===== src/scsi_mode_pkg.sv =====
package scsi_mode_pkg;
  // ************************************************************
  // Register map.
  // ************************************************************
  localparam logic [4:0] INT_STATUS_ADDR = 5'h05;
  localparam logic [4:0] MODE_BUF_ADDR = 5'h07;
  localparam logic [4:0] CLK_INPUT_ADDR = 5'h08;
  localparam logic [4:0] EXT_STATUS_ADDR = 5'h11;
  localparam logic [4:0] HALT_CTRL_ADDR = 5'h14;
  localparam logic [7:0] READ_ZERO = 8'h00;
  localparam logic [7:0] MODE_RESET = 8'h00;
  localparam logic [3:0] DIV_RESET = 4'h0;
  // ************************************************************
  // Field positions.
  // ************************************************************
  localparam int MODE_HOST_PINS = 0;
  localparam int MODE_NO_AUTO_CLR = 1;
  localparam int MODE_FIFO_RDY = 2;
  localparam int MODE_DMA_OVERLAP = 3;
  localparam int MODE_SCSI_PAR = 4;
  localparam int MODE_MEM_PAR = 5;
  localparam int INT_PARITY = 2;
  localparam int INT_RESET = 6;
  localparam int EXT_PARITY_HALT = 7;
  localparam int HALT_BIT = 0;
  localparam int IN_PAR_LINE = 4;
  localparam logic [7:0] HALT_INT_SET = 8'h07;
  // Odd parity: a good byte plus its parity bit has an odd count of ones.
  localparam logic PARITY_GOOD = 1'b1;
  // ************************************************************
  // Timing.
  // ************************************************************
  localparam int ARB_CLK_TARGET_NS = 400;
  localparam int SYS_CLK_PERIOD_NS = 20;
  localparam int ARB_DIV_SUGGESTED = ARB_CLK_TARGET_NS / SYS_CLK_PERIOD_NS - 1;
endpackage


===== src/arb_clock_divider.sv =====
`timescale 1ns/1ps
// Divides the system clock by the programmed count plus one.
module arb_clock_divider
  import scsi_mode_pkg::*;
#(
  parameter int DIV_W = 4
) (
  input wire logic sys_clk,
  input wire logic rstn,
  input wire logic [DIV_W-1:0] div_count,
  output logic arb_clk
);
  typedef struct packed {
    logic [DIV_W-1:0] cnt;
    logic level;
  } div_state_t;
  div_state_t st;
  div_state_t next_st;

  // ************************************************************
  // Counter.
  // ************************************************************
  // High for the first half of each period; an even count gives an odd
  // period, so the halves then differ by one cycle.
  always_comb begin
    next_st = st;
    if (st.cnt >= div_count) begin
      next_st.cnt = '0;
    end else begin
      next_st.cnt = st.cnt + 1'b1;
    end
    next_st.level = (next_st.cnt < ((div_count >> 1) + 1'b1));
  end

  always_ff @(posedge sys_clk or negedge rstn) begin
    if (!rstn) begin
      st <= '0;
    end else begin
      st <= next_st;
    end
  end

  assign arb_clk = st.level;
endmodule


===== src/ping_pong_stage.sv =====
`timescale 1ns/1ps
// Two alternating staging slots between a bus and the FIFO.
module ping_pong_stage #(
  parameter int W = 9
) (
  input wire logic sys_clk,
  input wire logic rstn,
  input wire logic clear,
  input wire logic in_valid,
  input wire logic [W-1:0] in_data,
  output logic in_ready,
  output logic out_valid,
  output logic [W-1:0] out_data,
  input wire logic out_ready,
  output logic [1:0] occupancy
);
  typedef struct packed {
    logic [1:0][W-1:0] slot;
    logic [1:0] full;
    logic wr_sel;
    logic rd_sel;
  } pp_state_t;
  pp_state_t st;
  pp_state_t next_st;

  // ************************************************************
  // Slot control.
  // ************************************************************
  // Filling alternates between A and B so one slot can drain while the
  // other fills; a clear empties both at once.
  always_comb begin
    next_st = st;
    if (clear) begin
      next_st.full = '0;
      next_st.wr_sel = 1'b0;
      next_st.rd_sel = 1'b0;
    end else begin
      if (out_valid && out_ready) begin
        next_st.full[st.rd_sel] = 1'b0;
        next_st.rd_sel = ~st.rd_sel;
      end
      if (in_valid && in_ready) begin
        next_st.slot[st.wr_sel] = in_data;
        next_st.full[st.wr_sel] = 1'b1;
        next_st.wr_sel = ~st.wr_sel;
      end
    end
  end

  always_ff @(posedge sys_clk or negedge rstn) begin
    if (!rstn) begin
      st <= '0;
    end else begin
      st <= next_st;
    end
  end

  assign in_ready = ~st.full[st.wr_sel];
  assign out_valid = st.full[st.rd_sel];
  assign out_data = st.slot[st.rd_sel];
  assign occupancy = st.full;
endmodule


===== src/scsi_mode_buffer_clock_regs.sv =====
// Operation
// - SCSI parity enable checks SCSI and FIFO output bytes, sets parity flag.
// - Parity error with halt set ends command, sets status 0-2 and extended 7.
// - Target data: bad byte accepted, command ends after current cycle.
// - Initiator data: bad byte not acknowledged, command ends after current cycle.
// - Target script transfer: bad byte received but not written to script memory.
// - Initiator script transfer: bad byte left unreceived for attention.
// - Without overlap, next DMA request waits for acknowledge release.
// - FIFO-ready pin floats unless enabled, then shows buffer can take data.
// - FIFO cleared before data commands unless suppressed; software clears then.
// - Host pins enabled: I/O ready pulled low while FIFO access not ready.
// - Host pins enabled: wide-access pin asserted on 16-bit FIFO access.
// - Parity bit travels unchanged with its data byte.
// - Memory parity check uses input line four as parity bit.
// - Buffer status read shows processor, memory B/A, SCSI B/A occupancy.
// - Memory and SCSI sides use two alternating buffers, processor one.
// - Clock register low nibble is periods minus one for arbitration clock.
// - Input status bit 7 shows live bus reset; latched copy in status bit 6.
// - Input status bit 6 set when attached to differential interface.
// - Input status bit 5 shows buffer-input pin, tied to output when single-ended.
// - Input status bits 4-0 show the five input port lines.
// - Memory parity check bit checks all bytes from the memory bus.
`timescale 1ns/1ps
module scsi_mode_buffer_clock_regs
  import scsi_mode_pkg::*;
#(
  parameter int DIV_W = 4
) (
  input wire logic sys_clk,
  input wire logic rstn,
  input wire logic [4:0] addr,
  input wire logic [7:0] wr_data,
  input wire logic wr_en,
  input wire logic rd_en,
  output logic [7:0] rd_data,
  input wire logic target_mode,
  input wire logic script_xfer,
  input wire logic xfer_start,
  input wire logic fifo_clear_command,
  input wire logic cycle_busy,
  input wire logic scsi_valid,
  input wire logic [7:0] scsi_data,
  input wire logic scsi_par,
  output logic scsi_ack,
  output logic script_memory_wr,
  output logic [7:0] script_memory_data,
  input wire logic mem_valid,
  input wire logic [7:0] mem_data,
  output logic mem_ready,
  output logic scsi_side_valid,
  output logic [8:0] scsi_side_data,
  input wire logic scsi_side_ready,
  output logic mem_side_valid,
  output logic [8:0] mem_side_data,
  input wire logic mem_side_ready,
  input wire logic dma_want,
  input wire logic dma_ack,
  output logic dma_req,
  input wire logic proc_fifo_wr,
  input wire logic proc_fifo_drain,
  input wire logic proc_fifo_access,
  input wire logic proc_wide,
  output logic fifo_rdy_out,
  output logic fifo_rdy_oe,
  output logic io_ready_out,
  output logic io_ready_oe,
  output logic wide_host_access_out,
  output logic wide_host_access_oe,
  output logic fifo_clear,
  output logic cmd_terminate,
  output logic arb_clk,
  input wire logic scsi_rst_in,
  input wire logic diff_scsi_in,
  input wire logic buf_in_pin,
  input wire logic buf_out_level,
  input wire logic [4:0] in_port
);
  typedef struct packed {
    logic [7:0] mode;
    logic [DIV_W-1:0] div;
    logic halt_en;
    logic [7:0] int_stat;
    logic ext_halt;
    logic [7:0] rd_data;
    logic halt_pend;
    logic terminate;
    logic scsi_ack;
    logic script_wr;
    logic [7:0] script_data;
    logic dma_req;
    logic fifo_clear;
    logic proc_full;
    logic fifo_rdy;
    logic io_rdy_oe;
    logic wide_oe;
  } state_t;
  state_t st;
  state_t next_st;

  logic scsi_in_ready;
  logic [1:0] scsi_occ;
  logic [1:0] mem_occ;
  logic scsi_push;
  logic mem_par;
  logic scsi_bad;
  logic mem_bad;
  logic out_bad;
  logic any_bad;
  logic halting_bad;
  logic take_byte;
  logic [7:0] buf_status;
  logic [7:0] in_status;
  logic [7:0] read_mux;

  // ************************************************************
  // Staging buffers and arbitration clock.
  // ************************************************************
  ping_pong_stage #(.W(9)) u_scsi_stage (
    .sys_clk(sys_clk),
    .rstn(rstn),
    .clear(st.fifo_clear),
    .in_valid(scsi_push),
    .in_data({scsi_par, scsi_data}),
    .in_ready(scsi_in_ready),
    .out_valid(scsi_side_valid),
    .out_data(scsi_side_data),
    .out_ready(scsi_side_ready),
    .occupancy(scsi_occ)
  );

  ping_pong_stage #(.W(9)) u_mem_stage (
    .sys_clk(sys_clk),
    .rstn(rstn),
    .clear(st.fifo_clear),
    .in_valid(mem_valid),
    .in_data({mem_par, mem_data}),
    .in_ready(mem_ready),
    .out_valid(mem_side_valid),
    .out_data(mem_side_data),
    .out_ready(mem_side_ready),
    .occupancy(mem_occ)
  );

  arb_clock_divider #(.DIV_W(DIV_W)) u_arb_div (
    .sys_clk(sys_clk),
    .rstn(rstn),
    .div_count(st.div),
    .arb_clk(arb_clk)
  );

  // ************************************************************
  // Parity checks and byte acceptance.
  // ************************************************************
  // Without memory parity checking the parity is generated here, so the
  // stage always carries a valid bit.
  assign mem_par = st.mode[MODE_MEM_PAR] ? in_port[IN_PAR_LINE] : ~^mem_data;
  assign scsi_bad = st.mode[MODE_SCSI_PAR] && scsi_valid
                    && ((^{scsi_par, scsi_data}) != PARITY_GOOD);
  assign mem_bad = st.mode[MODE_MEM_PAR] && mem_valid && mem_ready
                   && ((^{mem_par, mem_data}) != PARITY_GOOD);
  assign out_bad = st.mode[MODE_SCSI_PAR]
                   && ((scsi_side_valid && scsi_side_ready
                        && (^scsi_side_data != PARITY_GOOD))
                       || (mem_side_valid && mem_side_ready
                        && (^mem_side_data != PARITY_GOOD)));
  assign any_bad = scsi_bad || mem_bad || out_bad;
  assign halting_bad = scsi_bad && st.halt_en;
  // Bytes are refused while a halt waits, so nothing slips in after it.
  assign take_byte = scsi_valid && !st.halt_pend
                     && !(halting_bad && !target_mode)
                     && (script_xfer || scsi_in_ready);
  assign scsi_push = take_byte && !script_xfer;

  // ************************************************************
  // Readback.
  // ************************************************************
  assign buf_status = {3'b000, st.proc_full, mem_occ, scsi_occ};
  assign in_status = {scsi_rst_in, diff_scsi_in,
                      (diff_scsi_in ? buf_in_pin : buf_out_level),
                      in_port};

  always_comb begin
    read_mux = READ_ZERO;
    case (addr)
      INT_STATUS_ADDR: read_mux = st.int_stat;
      MODE_BUF_ADDR: read_mux = buf_status;
      CLK_INPUT_ADDR: read_mux = in_status;
      EXT_STATUS_ADDR: read_mux = {st.ext_halt, 7'h00};
      HALT_CTRL_ADDR: read_mux = {7'h00, st.halt_en};
      default: read_mux = READ_ZERO;
    endcase
  end

  // ************************************************************
  // Next state.
  // ************************************************************
  always_comb begin
    next_st = st;
    next_st.rd_data = rd_en ? read_mux : READ_ZERO;
    next_st.terminate = 1'b0;
    next_st.scsi_ack = 1'b0;
    next_st.script_wr = 1'b0;
    // Writes.
    if (wr_en) begin
      case (addr)
        MODE_BUF_ADDR: next_st.mode = wr_data;
        CLK_INPUT_ADDR: next_st.div = wr_data[DIV_W-1:0];
        HALT_CTRL_ADDR: next_st.halt_en = wr_data[HALT_BIT];
        default: next_st.halt_en = st.halt_en;
      endcase
    end
    // Status is cleared by reading it; a new event in that cycle wins.
    if (rd_en && addr == INT_STATUS_ADDR) begin
      next_st.int_stat = READ_ZERO;
    end
    if (rd_en && addr == EXT_STATUS_ADDR) begin
      next_st.ext_halt = 1'b0;
    end
    if (any_bad) begin
      next_st.int_stat[INT_PARITY] = 1'b1;
    end
    if (scsi_rst_in) begin
      next_st.int_stat[INT_RESET] = 1'b1;
    end
    // Byte handshake; with halt enabled, a target script byte with bad parity
    // is taken but never reaches the script memory.
    if (take_byte) begin
      next_st.scsi_ack = 1'b1;
      if (script_xfer && !(halting_bad && target_mode)) begin
        next_st.script_wr = 1'b1;
        next_st.script_data = scsi_data;
      end
    end
    // Halt waits for the running memory or processor cycle to end.
    if (halting_bad || (st.halt_en && (mem_bad || out_bad))) begin
      next_st.halt_pend = 1'b1;
    end
    if (st.halt_pend && !cycle_busy) begin
      next_st.halt_pend = 1'b0;
      next_st.terminate = 1'b1;
      next_st.int_stat = next_st.int_stat | HALT_INT_SET;
      next_st.ext_halt = 1'b1;
    end
    // DMA request: dropped on acknowledge, re-raised per overlap mode.
    if (st.dma_req && dma_ack) begin
      next_st.dma_req = 1'b0;
    end else if (!st.dma_req && dma_want
                 && (st.mode[MODE_DMA_OVERLAP] || !dma_ack)) begin
      next_st.dma_req = 1'b1;
    end
    // Automatic clear unless suppressed; the software command always clears.
    next_st.fifo_clear = fifo_clear_command
                         || (xfer_start && !st.mode[MODE_NO_AUTO_CLR]);
    // Single processor buffer.
    if (proc_fifo_drain || st.fifo_clear) begin
      next_st.proc_full = 1'b0;
    end
    if (proc_fifo_wr) begin
      next_st.proc_full = 1'b1;
    end
    next_st.fifo_rdy = !next_st.proc_full;
    // Host pins are open drain: enabled means pulled low.
    next_st.io_rdy_oe = st.mode[MODE_HOST_PINS] && proc_fifo_access
                        && next_st.proc_full;
    next_st.wide_oe = st.mode[MODE_HOST_PINS] && proc_fifo_access
                      && proc_wide;
  end

  // ************************************************************
  // State register.
  // ************************************************************
  always_ff @(posedge sys_clk or negedge rstn) begin
    if (!rstn) begin
      st <= '0;
    end else begin
      st <= next_st;
    end
  end

  assign rd_data = st.rd_data;
  assign scsi_ack = st.scsi_ack;
  assign script_memory_wr = st.script_wr;
  assign script_memory_data = st.script_data;
  assign dma_req = st.dma_req;
  assign fifo_rdy_out = st.fifo_rdy;
  assign fifo_rdy_oe = st.mode[MODE_FIFO_RDY];
  assign io_ready_out = 1'b0;
  assign io_ready_oe = st.io_rdy_oe;
  assign wide_host_access_out = 1'b0;
  assign wide_host_access_oe = st.wide_oe;
  assign fifo_clear = st.fifo_clear;
  assign cmd_terminate = st.terminate;

  logic int_stat_halt;
  logic rd_ext;
  assign int_stat_halt = (st.int_stat[2:0] == HALT_INT_SET[2:0]);
  assign rd_ext = st.ext_halt;
endmodule


===== config.mk =====
export PLATFORM = sky130hd
export DESIGN_NAME = scsi_mode_buffer_clock_regs
export DESIGN_NICKNAME = d
export VERILOG_FILES = /design/src/scsi_mode_pkg.sv /design/src/arb_clock_divider.sv /design/src/ping_pong_stage.sv /design/src/scsi_mode_buffer_clock_regs.sv
export SDC_FILE = /design/constraint.sdc
export NUM_CORES = 1
export LEC_CHECK = 0
export BUFFER_PORTS_ARGS = -buffer_cell sky130_fd_sc_hd__buf_2
export CAP_MARGIN = 20
export CORE_MARGIN = 4
export CORE_UTILIZATION = 45
export CTS_CLUSTER_DIAMETER = 120
export DETAILED_ROUTE_END_ITERATION = 6
export GPL_TIMING_DRIVEN = 1
export PLACE_DENSITY = 0.77
export SYNTH_ARGS = -nofsm -noshare
export SYNTH_HDL_FRONTEND = slang
export SYNTH_SLANG_ARGS = --single-unit

===== constraint.sdc =====
create_clock -name sys_clk -period 2.6 [get_ports sys_clk]
set_clock_uncertainty 0.2 [all_clocks]
set_input_delay 0 -clock sys_clk [delete_from_list [all_inputs] [get_ports sys_clk]]
set_output_delay 0 -clock sys_clk [all_outputs]
set_load 0.005 [all_outputs]

# Word level (Yosys, flattened, before mapping)
# Cells that the tools add are included.
dict set report op_classes {
  n_eq_ne 5
  add_sub_neg 2
  n_mux 54
  n_reduce_logical 74
  n_lt_le_gt_ge 10
  n_bitwise 17
}
# cell n
set op_table {}
lappend op_table {{2-to-1 mux 9 bit} 7}
lappend op_table {{case mux 8 bit (5 select lines)} 1}
lappend op_table {{bitwise mux 18 bit} 2}
lappend op_table {{XOR reduction 9 bit} 4}
lappend op_table {{logical AND 1 bit} 35}
lappend op_table {{2-to-1 mux 1 bit} 24}
lappend op_table {{demux 9 bit (select 1 bit)} 2}
lappend op_table {{2-to-1 mux 4 bit} 4}
lappend op_table {{2-to-1 mux 8 bit} 2}
lappend op_table {{nonzero test 2 bit} 8}
lappend op_table {{AND reduction 2 bit} 6}
lappend op_table {{inverter 1 bit} 11}
lappend op_table {{equality test 5 x 3 -> 1 bit (second input constant)} 2}
lappend op_table {{equality test 5 bit (second input constant)} 2}
lappend op_table {{logical NOT 1 bit} 10}
lappend op_table {{2-to-1 mux 10 bit} 1}
lappend op_table {{2-to-1 mux 2 bit} 5}
lappend op_table {{logical OR 1 bit} 9}
lappend op_table {{< comparator 1 x 2 -> 1 bit (second input constant)} 4}
lappend op_table {{XNOR reduction 8 bit} 1}
lappend op_table {{2-to-1 mux 3 bit} 2}
lappend op_table {{equality test 5 x 4 -> 1 bit (second input constant)} 1}
lappend op_table {{adder 3 x 1 -> 4 bit (second input constant)} 1}
lappend op_table {{adder 4 x 1 -> 4 bit (second input constant)} 1}
lappend op_table {{other kinds (8)} 17}
dict set report totals {
  wordCells 193
  reg_bits 95
  in_bits 58
  out_inout_bits 49
}

# Depth between registers and ports, before layout
# Gate-level depths: netlist (run 1).
dict set report depth {
  ltp_word 12
  depth_mapped 10
  mapped_depth_nobuf 10
}

# Modules after synthesis
# A second synthesis (run 1) with hierarchy kept.
dict set report unflattened {
  cells_unflattened 362
  hier_area_um2 4624.4
}
# mod cells_each area_each_um2 seq_area_each_um2 instances
set modules_own_cells {}
lappend modules_own_cells {scsi_mode_buffer_clock_regs 186 2189.6 1026.0 1}
lappend modules_own_cells {ping_pong_stage 69 1023.5 550.5 2}
lappend modules_own_cells {arb_clock_divider 38 387.9 125.1 1}

# Worst setup path after synthesis (run 1)
# OpenSTA, ideal clock, no wires.
dict set report synth_path {
  path_kind {register -> register}
  start {register u_arb_div.st[1] (netlist bit)}
  end {register u_arb_div.st, in the netlist u_arb_div.arb_clk}
  path_stages_with_launch 11
  setup_slack_ps 333
  setup_time_ps 124
  arrival_ps 1943
  path_buffers 0
  synth_period_minus_slack_ps 2267
  required_ps 2276
  path_cell_list {dfrtp_1 -> inv_1 -> ha_1 -> nand2b_1 -> a21o_1 -> a21o_1 -> a21o_1 -> nor2_1 -> ha_1 -> nor3_1 -> a211o_1}
}
# element line
set synth_rtl {}
lappend synth_rtl {{from (decl)} arb_clock_divider.sv:17} ;# div_state_t st;
lappend synth_rtl {{from (signal assigned)} arb_clock_divider.sv:39} ;# st <= next_st;

# Final worst setup path (run 1)
dict set report layout_path {
  start {input scsi_data[4]}
  end {register u_scsi_stage.st[4] (netlist bit)}
}
dict set report layout_between {
  elab_chain_cells 11
}
# element line
set layout_lines {}
lappend layout_lines {{from (decl)} scsi_mode_buffer_clock_regs.sv:42} ;# input wire logic [7:0] scsi_data,
lappend layout_lines {{XOR reduction 9 bit} scsi_mode_buffer_clock_regs.sv:158} ;# && ((^{scsi_par, scsi_data}) != PARITY_GOOD);
lappend layout_lines {{inverter 1 bit} scsi_mode_buffer_clock_regs.sv:158}
lappend layout_lines {{logical AND 1 bit} scsi_mode_buffer_clock_regs.sv:158}
lappend layout_lines {{logical AND 1 bit} scsi_mode_buffer_clock_regs.sv:167} ;# assign halting_bad = scsi_bad && st.halt_en;
lappend layout_lines {{logical AND 1 bit} scsi_mode_buffer_clock_regs.sv:170} ;# && !(halting_bad && !target_mode)
lappend layout_lines {{logical NOT 1 bit} scsi_mode_buffer_clock_regs.sv:170}
lappend layout_lines {{logical AND 1 bit} scsi_mode_buffer_clock_regs.sv:170}
lappend layout_lines {{logical AND 1 bit} scsi_mode_buffer_clock_regs.sv:171} ;# && (script_xfer || scsi_in_ready);
lappend layout_lines {{logical AND 1 bit} scsi_mode_buffer_clock_regs.sv:172} ;# assign scsi_push = take_byte && !script_xfer;
lappend layout_lines {{logical AND 1 bit} ping_pong_stage.sv:42} ;# if (in_valid && in_ready) begin
lappend layout_lines {{AND reduction 2 bit (no source line)} n/a}
lappend layout_lines {{to (signal assigned)} ping_pong_stage.sv:54} ;# st <= next_st;
lappend layout_lines {{to (decl)} ping_pong_stage.sv:23} ;# pp_state_t st;
# Every way passes these cells.
# A chain may end at the register's enable or synchronous reset.

==> results of run 1 <==
==> power breakdown <==
group          internal [mW]  leakage (nW)  switching (mW)
clock network          0.642         0.113           0.514
logic                   1.22          1.77           0.810
registers               1.80          1.11           0.353
total                   3.66          2.99            1.68
==> kinds of logic after synthesis <==
kind of cell               after synthesis  synth area share, %
AOI/OAI and AO/OA                       39                5.820
xor gates and xnor gates                42                9.386
adders and majority gates                9                2.414
buffers and inverters                   42                5.041
muxes                                   85                20.81
and+or+nand+nor                         76                8.179
other                                    1              0.08037
DFF                                     90                48.27
==> per-layer routing <==
metal / vias to the layer above / track usage (%) / part of all wire, %
met1: 1700 / 24.13 / 43
met2: 90 / 33.62 / 51
met4: 0 / 7.747 / 2.1
met5: - / 0 / 0
li1: 1642 / - / -
met3: 15 / 3.171 / 4.1
==> critical path: stages <==
cell and delay (ns):
dlygate4sd3_1 0.54, buf_2 0.15, xor2_1 0.16, xnor3_1 0.45, mux2i_2 0.28, o31ai_4 0.11
or4_4 0.57, mux2_4 0.35
==> cell usage in the layout (no fill, tap or decap), types with 4 or more instances in the layout <==
master         instances
xor2_1                20
a22oi_1                5
a21oi_1                4
mux2_4                 8
dlygate4sd3_1         68
a21o_1                 7
nand2_1               20
nor2_1                22
clkbuf_8               9
mux2_2                64
dfrtp_1               90
and3_1                 5
mux2i_1               12
xnor2_1               16
ha_1                   9
inv_1                 12
buf_4                 13
buf_2                101
nor2b_1                8
o21ai_0               10
xnor3_1                4
==> Yosys cell counts, types with 7 or more instances <==
cell      number  area, sq um
mux2i_1       13        130.1
o21ai_0       10        50.05
xnor2_1       17        148.9
mux2_4         8        120.1
xor2_1        20        175.2
inv_1         12        45.04
dfrtp_1       90         2252
nor2_1        22        82.58
mux2_2        64        720.7
clkbuf_1       8        30.03
a21o_1         7        52.55
nand2_1       20        75.07
buf_4         18        135.1
ha_1           9        112.6
nor2b_1        8        50.05
==> flip-flops by register name (all words and copies together) (netlist names) <==
| register | flops |
|---|---|
| buf_status | 1 |
| cmd_terminate | 1 |
| dma_req | 1 |
| fifo_clear | 1 |
| fifo_rdy_oe | 1 |
| fifo_rdy_out | 1 |
| io_ready_oe | 1 |
| rd_data | 8 |
| rd_ext | 1 |
| script_memory_data | 8 |
| script_memory_wr | 1 |
| scsi_ack | 1 |
| st | 14 |
| u_arb_div.arb_clk | 1 |
| u_arb_div.st | 4 |
| u_mem_stage.occupancy | 2 |
| u_mem_stage.st | 20 |
| u_scsi_stage.occupancy | 2 |
| u_scsi_stage.st | 20 |
| wide_host_access_oe | 1 |
==> worst paths after layout <==
check | start | end | slack [ns]
min in group asynchronous | rstn | fifo_clear | 0.50
max in group asynchronous | rstn | cmd_terminate | 0.50
hold reg to reg | script_memory_data[0] | script_memory_data[0] | 0.31
hold / removal | scsi_valid | script_memory_wr | 0.07
setup / recovery | scsi_data[4] | u_scsi_stage.st[4] | 0.04
setup reg to reg | u_arb_div.st[1] | u_arb_div.arb_clk | 0.19
==> timing repair <==
action,in CTS,in global routing
endpoints found under the hold margin,175,0
setup buffers,0,1
endpoints found under the setup margin,0,18
resized for setup,0,9
hold buffers,68,0
==> stage by stage <==
step | TNS (ns) | setup slack [ns] | hold slack [ns] | std cells | utilization (%)
5_1_grt | -0.009414 | -0.009414 | 0.05886 | 687 | 62.59
3_5_place_dp | 0 | 0.1889 | -0.1572 | 601 | 52.84
2_1_floorplan | 0 | 0.3327 | -0.4956 | 385 | -
3_3_place_gp | 0 | 0.2449 | -0.1621 | 601 | 52.84
4_1_cts | 0 | 0.04249 | 0.02776 | 685 | 62.10
6_report | 0 | 0.04332 | 0.06576 | 687 | 62.59
==> area by class of cell <==
class	count	share of cell area, %
flip-flops and latches	90	36.14
multi-input cells	253	35.66
repair buffers	183	20.92
well taps	133	2.671
clock buffers	10	2.048
clock inverters	6	1.827
inverters	12	0.7229
==> out/qor.yml, run 1 <==
run_status:
  outcome: "complete, no violations"
drt:
  avgRoutedWirePerCell_microns: 16.46
  drc_errors: 0
  drtPass1Iterations: 6
  vias: 3447
  first_iter_violations: 143
  ant_nets: 0
  vias_per_cell: 5.017
  drt_wl_total_microns: 11310
die:
  fp.coreArea_sq_mm: 0.009955
  die_x_microns: 109.8
  row_count: 36
  initial_core_util_pct: 46.87
  ioPinCount: 107
  die_height_microns: 109.8
  die_area_sq_mm: 0.01206
yosys:
  yosys_warnings: 0
  ys_seq_area_share_pct: 48.27
  syn-cell-area_sq_mm: 0.004666
  ys_seq_elements: 90
  synthArstFlopShare_pct: 100.0
  synthCells: 384
  synth_enable_flop_cells: 0
  ys.flop_type: "dfrtp_1"
  avgSynthCellArea_sq_um: 12.15
  ys_types: 44
sta:
  fmax_mhz: 391.1
  period_share_pct: 98.33
  finalSetupViolCount: 0
  finalHoldViolCount: 0
  layout_min_cycle_time_ns: 2.557
  finalMaxSlewViolations: 0
  rsz0062_at_grt: "true"
worst_setup_path:
  end_kind: "flip-flop"
  reg2regPathDepth: 10
  critPathRequiredTime_ns: 2.65
  worst-setup-path-type: "in -> reg"
  cp_data_arrival_time_ns: 2.61
  cp_max_fo: 11
  worst_setup_path_start_kind: "primary input"
finish:
  area.growth.synth_to_final_pct: 33.55
  final_layout_size_suffix_gt1_share_pct: 38.09
  fillers: 786
  multi_input_area_sq_mm: 0.002222
  num-nets-final: 616
  fin_area_sq_mm: 0.006231
  ff_latch_area_sq_mm: 0.002252
  n_antenna_cell: 0
global_route:
  grt_pass1_wl_microns: 18060
  antenna_found_initial: 0
  grt_max_degree: 48
  grt_overflow: 0
  first_global_vias: 3625
  grt.total_usage_pct: 19.44
placed_design:
  place.gp.congestion: 0.8259
  placed_cell_area_sq_mm: 0.005260
  portBuffers: 102
  dp_hpwl_microns: 7458
clock_tree:
  cts-root-buf: "clkbuf_8"
  clk_latency_ns: 0.36
  clk_pin_slew_ns: 0.09
  cts_buffer_depth: 2
  cts_sinks: 90
  cts-buffers-inserted: 9
  htree_levels: 3
  cts_tree: "built"
power_and_ir_drop:
  p_total_mw: 5.340
  leakage_nw: 2.992
  pwr_density_cell_mw_per_mm2: 857.0
  peakVddDrop_uv: 456.0
job:
  drv_cap: 0
min_path:
  hp-class: "in -> reg"
  holdPathStages: 4
(Power assumes the default switching activity.)
==> run 2: changes to the inputs <==
- HOLD_SLACK_MARGIN: default -> 0.12
- clock period: 2.6 -> 2.86 ns (I/O delays scaled with it)
==> run 2 against run 1 <==
Effect of this change: power decreased by 10%; critical path depth up 1; sequential power fell by 9.3%; sequential share of layout area decreased by 0.22 points; cell count is 0.73% higher; flip-flop and latch count unchanged; die area unchanged; non-clock buffer count is 6 higher; register-to-register slack got worse by 0.02 ns; critical path type unchanged.
==> out/qor.yml, run 2 (synthesis results as in run 1) <==
run_status:
  outcome: "complete, no violations"
worst_setup_path:
  reg2regPathDepth: 6  # -4
  cp_data_arrival_time_ns: 2.87  # +0.26 ns
  critPathRequiredTime_ns: 2.95  # +0.30 ns
  worst_setup_path_start_kind: "primary input"
  endpoint: "rd_data[7]"
  reg2reg_to: "st[29]"
  rrSetupSlack_ns: 0.17  # -0.02 ns
  crit_start: "addr[1]"
  end_kind: "flip-flop"
  worst-setup-path-type: "in -> reg"
  cp_max_fo: 9  # -2
  r2r-start: "u_scsi_stage.st[0]"
finish:
  top_regs: "u_mem_stage.st: 20 flops, u_scsi_stage.st: 20 flops, st: 14 flops"
  ff_latch_area_sq_mm: 0.002252  # unchanged
  final_layout_size_suffix_gt1_share_pct: 37.21  # -0.88 points
  fillers: 780  # -0.76%
  final_cell_mix: "buf_2 (101), dfrtp_1 (90), dlygate4sd3_1 (77)"
  fin_area_sq_mm: 0.006270  # +0.62%
  area.growth.synth_to_final_pct: 34.38
  layout.cells.most_common: "buf_2"
  n_antenna_cell: 0  # unchanged
  num-nets-final: 622  # +0.97%
  fin_util_pct: 62.98  # +0.39 points
  multi_input_area_sq_mm: 0.002205  # -0.79%
power_and_ir_drop:
  p_total_mw: 4.788  # -10%
  combPwrFrac_pct: 39.2  # +1.2 points
  power_frac_clock_pct: 20.0  # -1.7 points
  p_sw_mw: 1.504  # -10%
  pwr_density_cell_mw_per_mm2: 763.7  # -11%
  swShare_pct: 31.41  # about the same
  p_int_mw: 3.284  # -10%
  p_seq_share_pct: 40.7  # +0.4 points
  peakVddDrop_uv: 465.5  # +2.1%
  leakage_nw: 2.983  # -0.30%
die:
  row_count: 36  # unchanged
  die_height_microns: 109.8  # unchanged
  ioPinCount: 107  # unchanged
  initial_core_util_pct: 46.87  # unchanged
  die_x_microns: 109.8  # unchanged
  fp.coreArea_sq_mm: 0.009955  # unchanged
  die_area_sq_mm: 0.01206  # unchanged
sta:
  finalHoldViolCount: 0  # unchanged
  tightest_slew_ns: 0.5258
  finalSetupViolCount: 0  # unchanged
  setup_slack_ns: 0.07754  # +0.03422 ns
  fmax_mhz: 359.4
  layout_min_cycle_time_ns: 2.782
  finalMaxSlewViolations: 0  # unchanged
  max_slew_margin_pct: 64.95
  tns_ns: 0  # unchanged
  period_share_pct: 97.29
min_path:
  hp-class: "in -> reg"
global_route:
  grt_pass1_wl_microns: 18130  # +0.34%
  antenna_found_initial: 0  # unchanged
  grt_max_degree: 48  # unchanged
  grt_overflow: 0  # unchanged
  first_global_vias: 3716  # +2.5%
  grt.total_usage_pct: 19.47  # +0.027 points
drt:
  ant_nets: 0  # unchanged
  avgRoutedWirePerCell_microns: 16.14  # -1.9%
  drtPass1Iterations: 4  # -2
  vias_per_cell: 4.960  # -1.2%
  vias: 3432  # -0.44%
  drt_wl_total_microns: 11170  # -1.2%
  drc_errors: 0  # unchanged
  first_iter_violations: 96  # -33%
placed_design:
  portBuffers: 102  # unchanged
  pre_cts_slack_ns: 0.4240  # +0.2351 ns
  place.gp.congestion: 0.8354  # +1.2%
  placed_cell_area_sq_mm: 0.005245  # -0.29%
  dp_hpwl_microns: 7382  # -1.0%
clock_tree:
  htree_levels: 3  # unchanged
  cts-root-buf: "clkbuf_8"
  cts_sinks: 90  # unchanged
  cts_buffer_depth: 2  # unchanged
  cts-buffers-inserted: 9  # unchanged
  clk_pin_slew_ns: 0.08  # about the same
  clk_latency_ns: 0.36  # about the same
  cts_tree: "built"
job:
  drv_cap: 0  # unchanged
[run 2: worst min path at each step]
stage | from | endpoint | depth (start not counted)
finish | xfer_start | fifo_clear | 3
global route | proc_wide | wide_host_access_oe | 3
CTS | xfer_start | fifo_clear | 3
detailed placement | rstn | rd_data[5] | 1
global placement | rstn | rd_data[5] | 1
floorplan | rstn | buf_status[4] | 0
[run 2: cell type report]
type,instances,share of cell area (%)
Inverter,12,0.7184
Clock buffer,11,2.255
Clock inverter,4,1.217
Timing Repair Buffer,189,22.07
Multi-Input combinational cell,253,35.16
Sequential cell,90,35.92
Tap cell,133,2.654
[run 2: layer usage]
metal  part of all wire, %  up-vias  GRT usage (%)  routed length (microns)
met2                    52       82          33.97                     5756
li1                      -     1652              -                        -
met1                    43     1687          24.20                     4784
met5                     0        -              0                        0
met4                   1.3        0          6.946                      144
met3                   4.4       11          3.288                      487
[run 2: per-stage QoR]
step	cells	hold WS [ns]
CTS	691	0.1740
global placement	599	-0.1625
finish	692	0.2154
global route	692	0.2162
floorplan	385	-0.4956
detailed placement	599	-0.1582
[run 2: worst max-delay path, cell delays in order]
cell and delay [ns]:
dlygate4sd3_1 0.56, buf_2 0.19, nor2_1 0.15, nor4bb_2 0.29
dlygate4sd3_1 0.58, buf_4 0.14, and2_1 0.23, a32o_1 0.17
dlygate4sd3_1 0.56
[run 2: power groups by stage]
| stage | sequential [mW] | clock, mW | combinational [mW] |
|---|---|---|---|
| floorplan | 1.89 | 0 | 1.34 |
| finish | 1.95 | 0.959 | 1.88 |
| global placement | 1.94 | 0 | 1.72 |
| global route | 2.00 | 1.04 | 2.08 |
| CTS | 1.94 | 0.996 | 1.88 |
| detailed placement | 1.97 | 0 | 1.76 |
[run 2: timing repair]
action,4_1_cts,5_1_grt
endpoints found under the setup margin,0,6
endpoints found under the hold margin,175,3
hold buffers,77,2
buffers inserted,0,0
gates resized for setup,0,5
==> run 3: changes to the inputs <==
- CELL_PAD_IN_SITES_DETAIL_PLACEMENT: default -> 1
- CELL_PAD_IN_SITES_GLOBAL_PLACEMENT: default -> 1
- CORE_UTILIZATION: 45 -> 43
- PLACE_DENSITY: 0.77 -> 0.89
==> run 3 against run 2 <==
Effect of this change: critical path depth is the same; die area grew 4.3%; hold slack lost 0.014 ns; worst setup slack gained 0.060 ns; combinational power grew 4%; count of clock-buffer cells in the layout is the same; register-to-register slack gained 0.08 ns; critical path type unchanged; largest cell class unchanged.
==> out/qor.yml, run 3 (synthesis results as in run 1) <==
run_status:
  outcome: "complete, no violations"
clock_tree:
  cts-root-buf: "clkbuf_8"
  post_cts.repair.setup_buffers: 0  # unchanged
  htree_levels: 3  # unchanged
  cts_tree: "built"
  cts_buffer_depth: 2  # unchanged
  clk_pin_slew_ns: 0.11  # +0.03 ns
  clk_latency_ns: 0.35  # about the same
  cts-buffers-inserted: 9  # unchanged
  cts_sinks: 90  # unchanged
finish:
  num-nets-final: 620  # -0.32%
  area.growth.synth_to_final_pct: 33.39
  final_cell_mix: "buf_2 (101), dfrtp_1 (90), dlygate4sd3_1 (75)"
  layout.cells.most_common: "buf_2"
  top_regs: "u_mem_stage.st: 20 flops, u_scsi_stage.st: 20 flops, st: 14 flops"
  final_layout_size_suffix_gt1_share_pct: 37.10  # -0.11 points
worst_setup_path:
  cp_data_arrival_time_ns: 2.78  # -0.09 ns
  r2r-start: "u_arb_div.st[1]"
  worst_setup_path_start_kind: "primary input"
  worst-setup-path-type: "in -> reg"
  critPathRequiredTime_ns: 2.91  # -0.04 ns
  end_kind: "flip-flop"
  cp_max_fo: 9  # unchanged
  crit_start: "addr[1]"
  reg2regPathDepth: 10  # +4
sta:
  finalSetupViolCount: 0  # unchanged
  fmax_mhz: 367.4  # +2.2%
  tns_ns: 0  # unchanged
  setup_slack_ns: 0.1380  # +0.06042 ns
  tightest_slew_ns: 0.5718  # +0.04601 ns
  rsz0062_at_grt: "false"
  period_share_pct: 95.18  # -2.1 points
  finalMaxSlewViolations: 0  # unchanged
  finalHoldViolCount: 0  # unchanged
  max_slew_margin_pct: 61.48  # -3.5 points
  layout_min_cycle_time_ns: 2.722  # -0.06042 ns
drt:
  first_iter_violations: 153  # +59%
  drt_wl_total_microns: 13980  # +25%
  vias_per_cell: 5.221  # +5.3%
  ant_nets: 0  # unchanged
  drtPass1Iterations: 4  # unchanged
  avgRoutedWirePerCell_microns: 20.08  # +24%
  vias: 3634  # +5.9%
  drc_errors: 0  # unchanged
min_path:
  hp-class: "in -> reg"
  holdCritStartpoint: "addr[2]"
  holdPathStages: 6  # +3
die:
  die_x_microns: 112.2  # +2.1%
  fp.coreArea_sq_mm: 0.01046  # +5.1%
  row_count: 37  # +2.8%
  die_height_microns: 112.2  # +2.1%
  initial_core_util_pct: 44.59  # -2.3 points
  die_area_sq_mm: 0.01258  # +4.3%
  ioPinCount: 107  # unchanged
global_route:
  first_global_vias: 4203  # +13%
  grt_overflow: 0  # unchanged
  grt.total_usage_pct: 23.02  # +3.5 points
  grt_max_degree: 34  # -29%
  grt_pass1_wl_microns: 22800  # +26%
  antenna_found_initial: 2  # +2
job:
  drv_cap: 0  # unchanged
power_and_ir_drop:
  p_seq_share_pct: 40.8  # about the same
  swShare_pct: 34.22  # +2.8 points
  peakVddDrop_uv: 433.8  # -6.8%
  pwr_density_cell_mw_per_mm2: 779.4  # +2.1%
  combPwrFrac_pct: 40.1  # +0.9 points
  p_int_mw: 3.191  # -2.8%
  leakage_nw: 2.962  # -0.73%
  power_frac_clock_pct: 19.1  # -0.9 points
  p_sw_mw: 1.660  # +10%
placed_design:
  portBuffers: 102  # unchanged
  place.gp.congestion: 0.8204  # -1.8%
  pre_cts_slack_ns: 0.3512  # -0.07283 ns
  dp_hpwl_microns: 8619  # +17%
==> run 3: critical path, stage by stage <==
cell and delay (ns):
dlygate4sd3_1 0.53, buf_2 0.21, nor2_1 0.10, nor4bb_1 0.15
buf_4 0.16, a222oi_1 0.39, dlygate4sd3_1 0.61, nor2_1 0.04
dlygate4sd3_1 0.59
==> run 3: final timing paths <==
path	endpoint	slack, ns
worst max-delay path	rd_data[0]	0.14
worst min-delay path	st[29]	0.20
worst max register to register	u_arb_div.arb_clk	0.25
worst min register to register	script_memory_data[4]	0.31
max in group asynchronous	script_memory_wr	1.56
min in group asynchronous	rd_data[6]	0.51
==> run 3: area by class of cell <==
cell class	count	area, sq um
Fill cell	1110	4239
Sequential cell	90	2252
Multi-Input combinational cell	253	2197
Timing Repair Buffer	187	1351
Tap cell	136	170.2
Clock buffer	11	141.4
Clock inverter	5	61.31
Inverter	12	45.04
Antenna cell	2	5.005
==> run 3: power by group through the flow <==
stage / clock [mW] / sequential (mW) / combinational (mW)
floorplan: 0 / 1.89 / 1.34
global placement: 0 / 1.95 / 1.72
CTS: 0.915 / 1.97 / 1.92
detailed placement: 0 / 2.00 / 1.80
finish: 0.924 / 1.98 / 1.95
global route: 0.993 / 2.03 / 2.14
==> run 3: repair_timing <==
| item | 4_1_cts | 5_1_grt |
|---|---|---|
| gates resized for setup | 0 | 3 |
| setup endpoints to repair | 0 | 2 |
| hold endpoints to repair | 175 | 0 |
| hold buffers | 76 | 0 |
==> run 3: stage by stage <==
step	total power, mW	instances	hold WS [ns]	instance area (sq um)	utilization [%]
detailed placement	3.794	602	-0.2075	5236	50.05
CTS	4.811	694	0.1368	6210	59.35
finish	4.851	696	0.2014	6223	59.48
global placement	3.671	602	-0.2132	5236	50.05
global route	5.167	696	0.2057	6223	59.48
floorplan	3.232	385	-0.4956	4669	-
==> run 3: layer usage <==
metal / global-route usage [%] / part of all wire [%] / vias up
li1: - / - / 1646
met1: 25.79 / 38 / 1845
met2: 42.59 / 54 / 109
met3: 4.420 / 4.2 / 34
met4: 9.455 / 3.5 / 0
met5: 0 / 0 / -
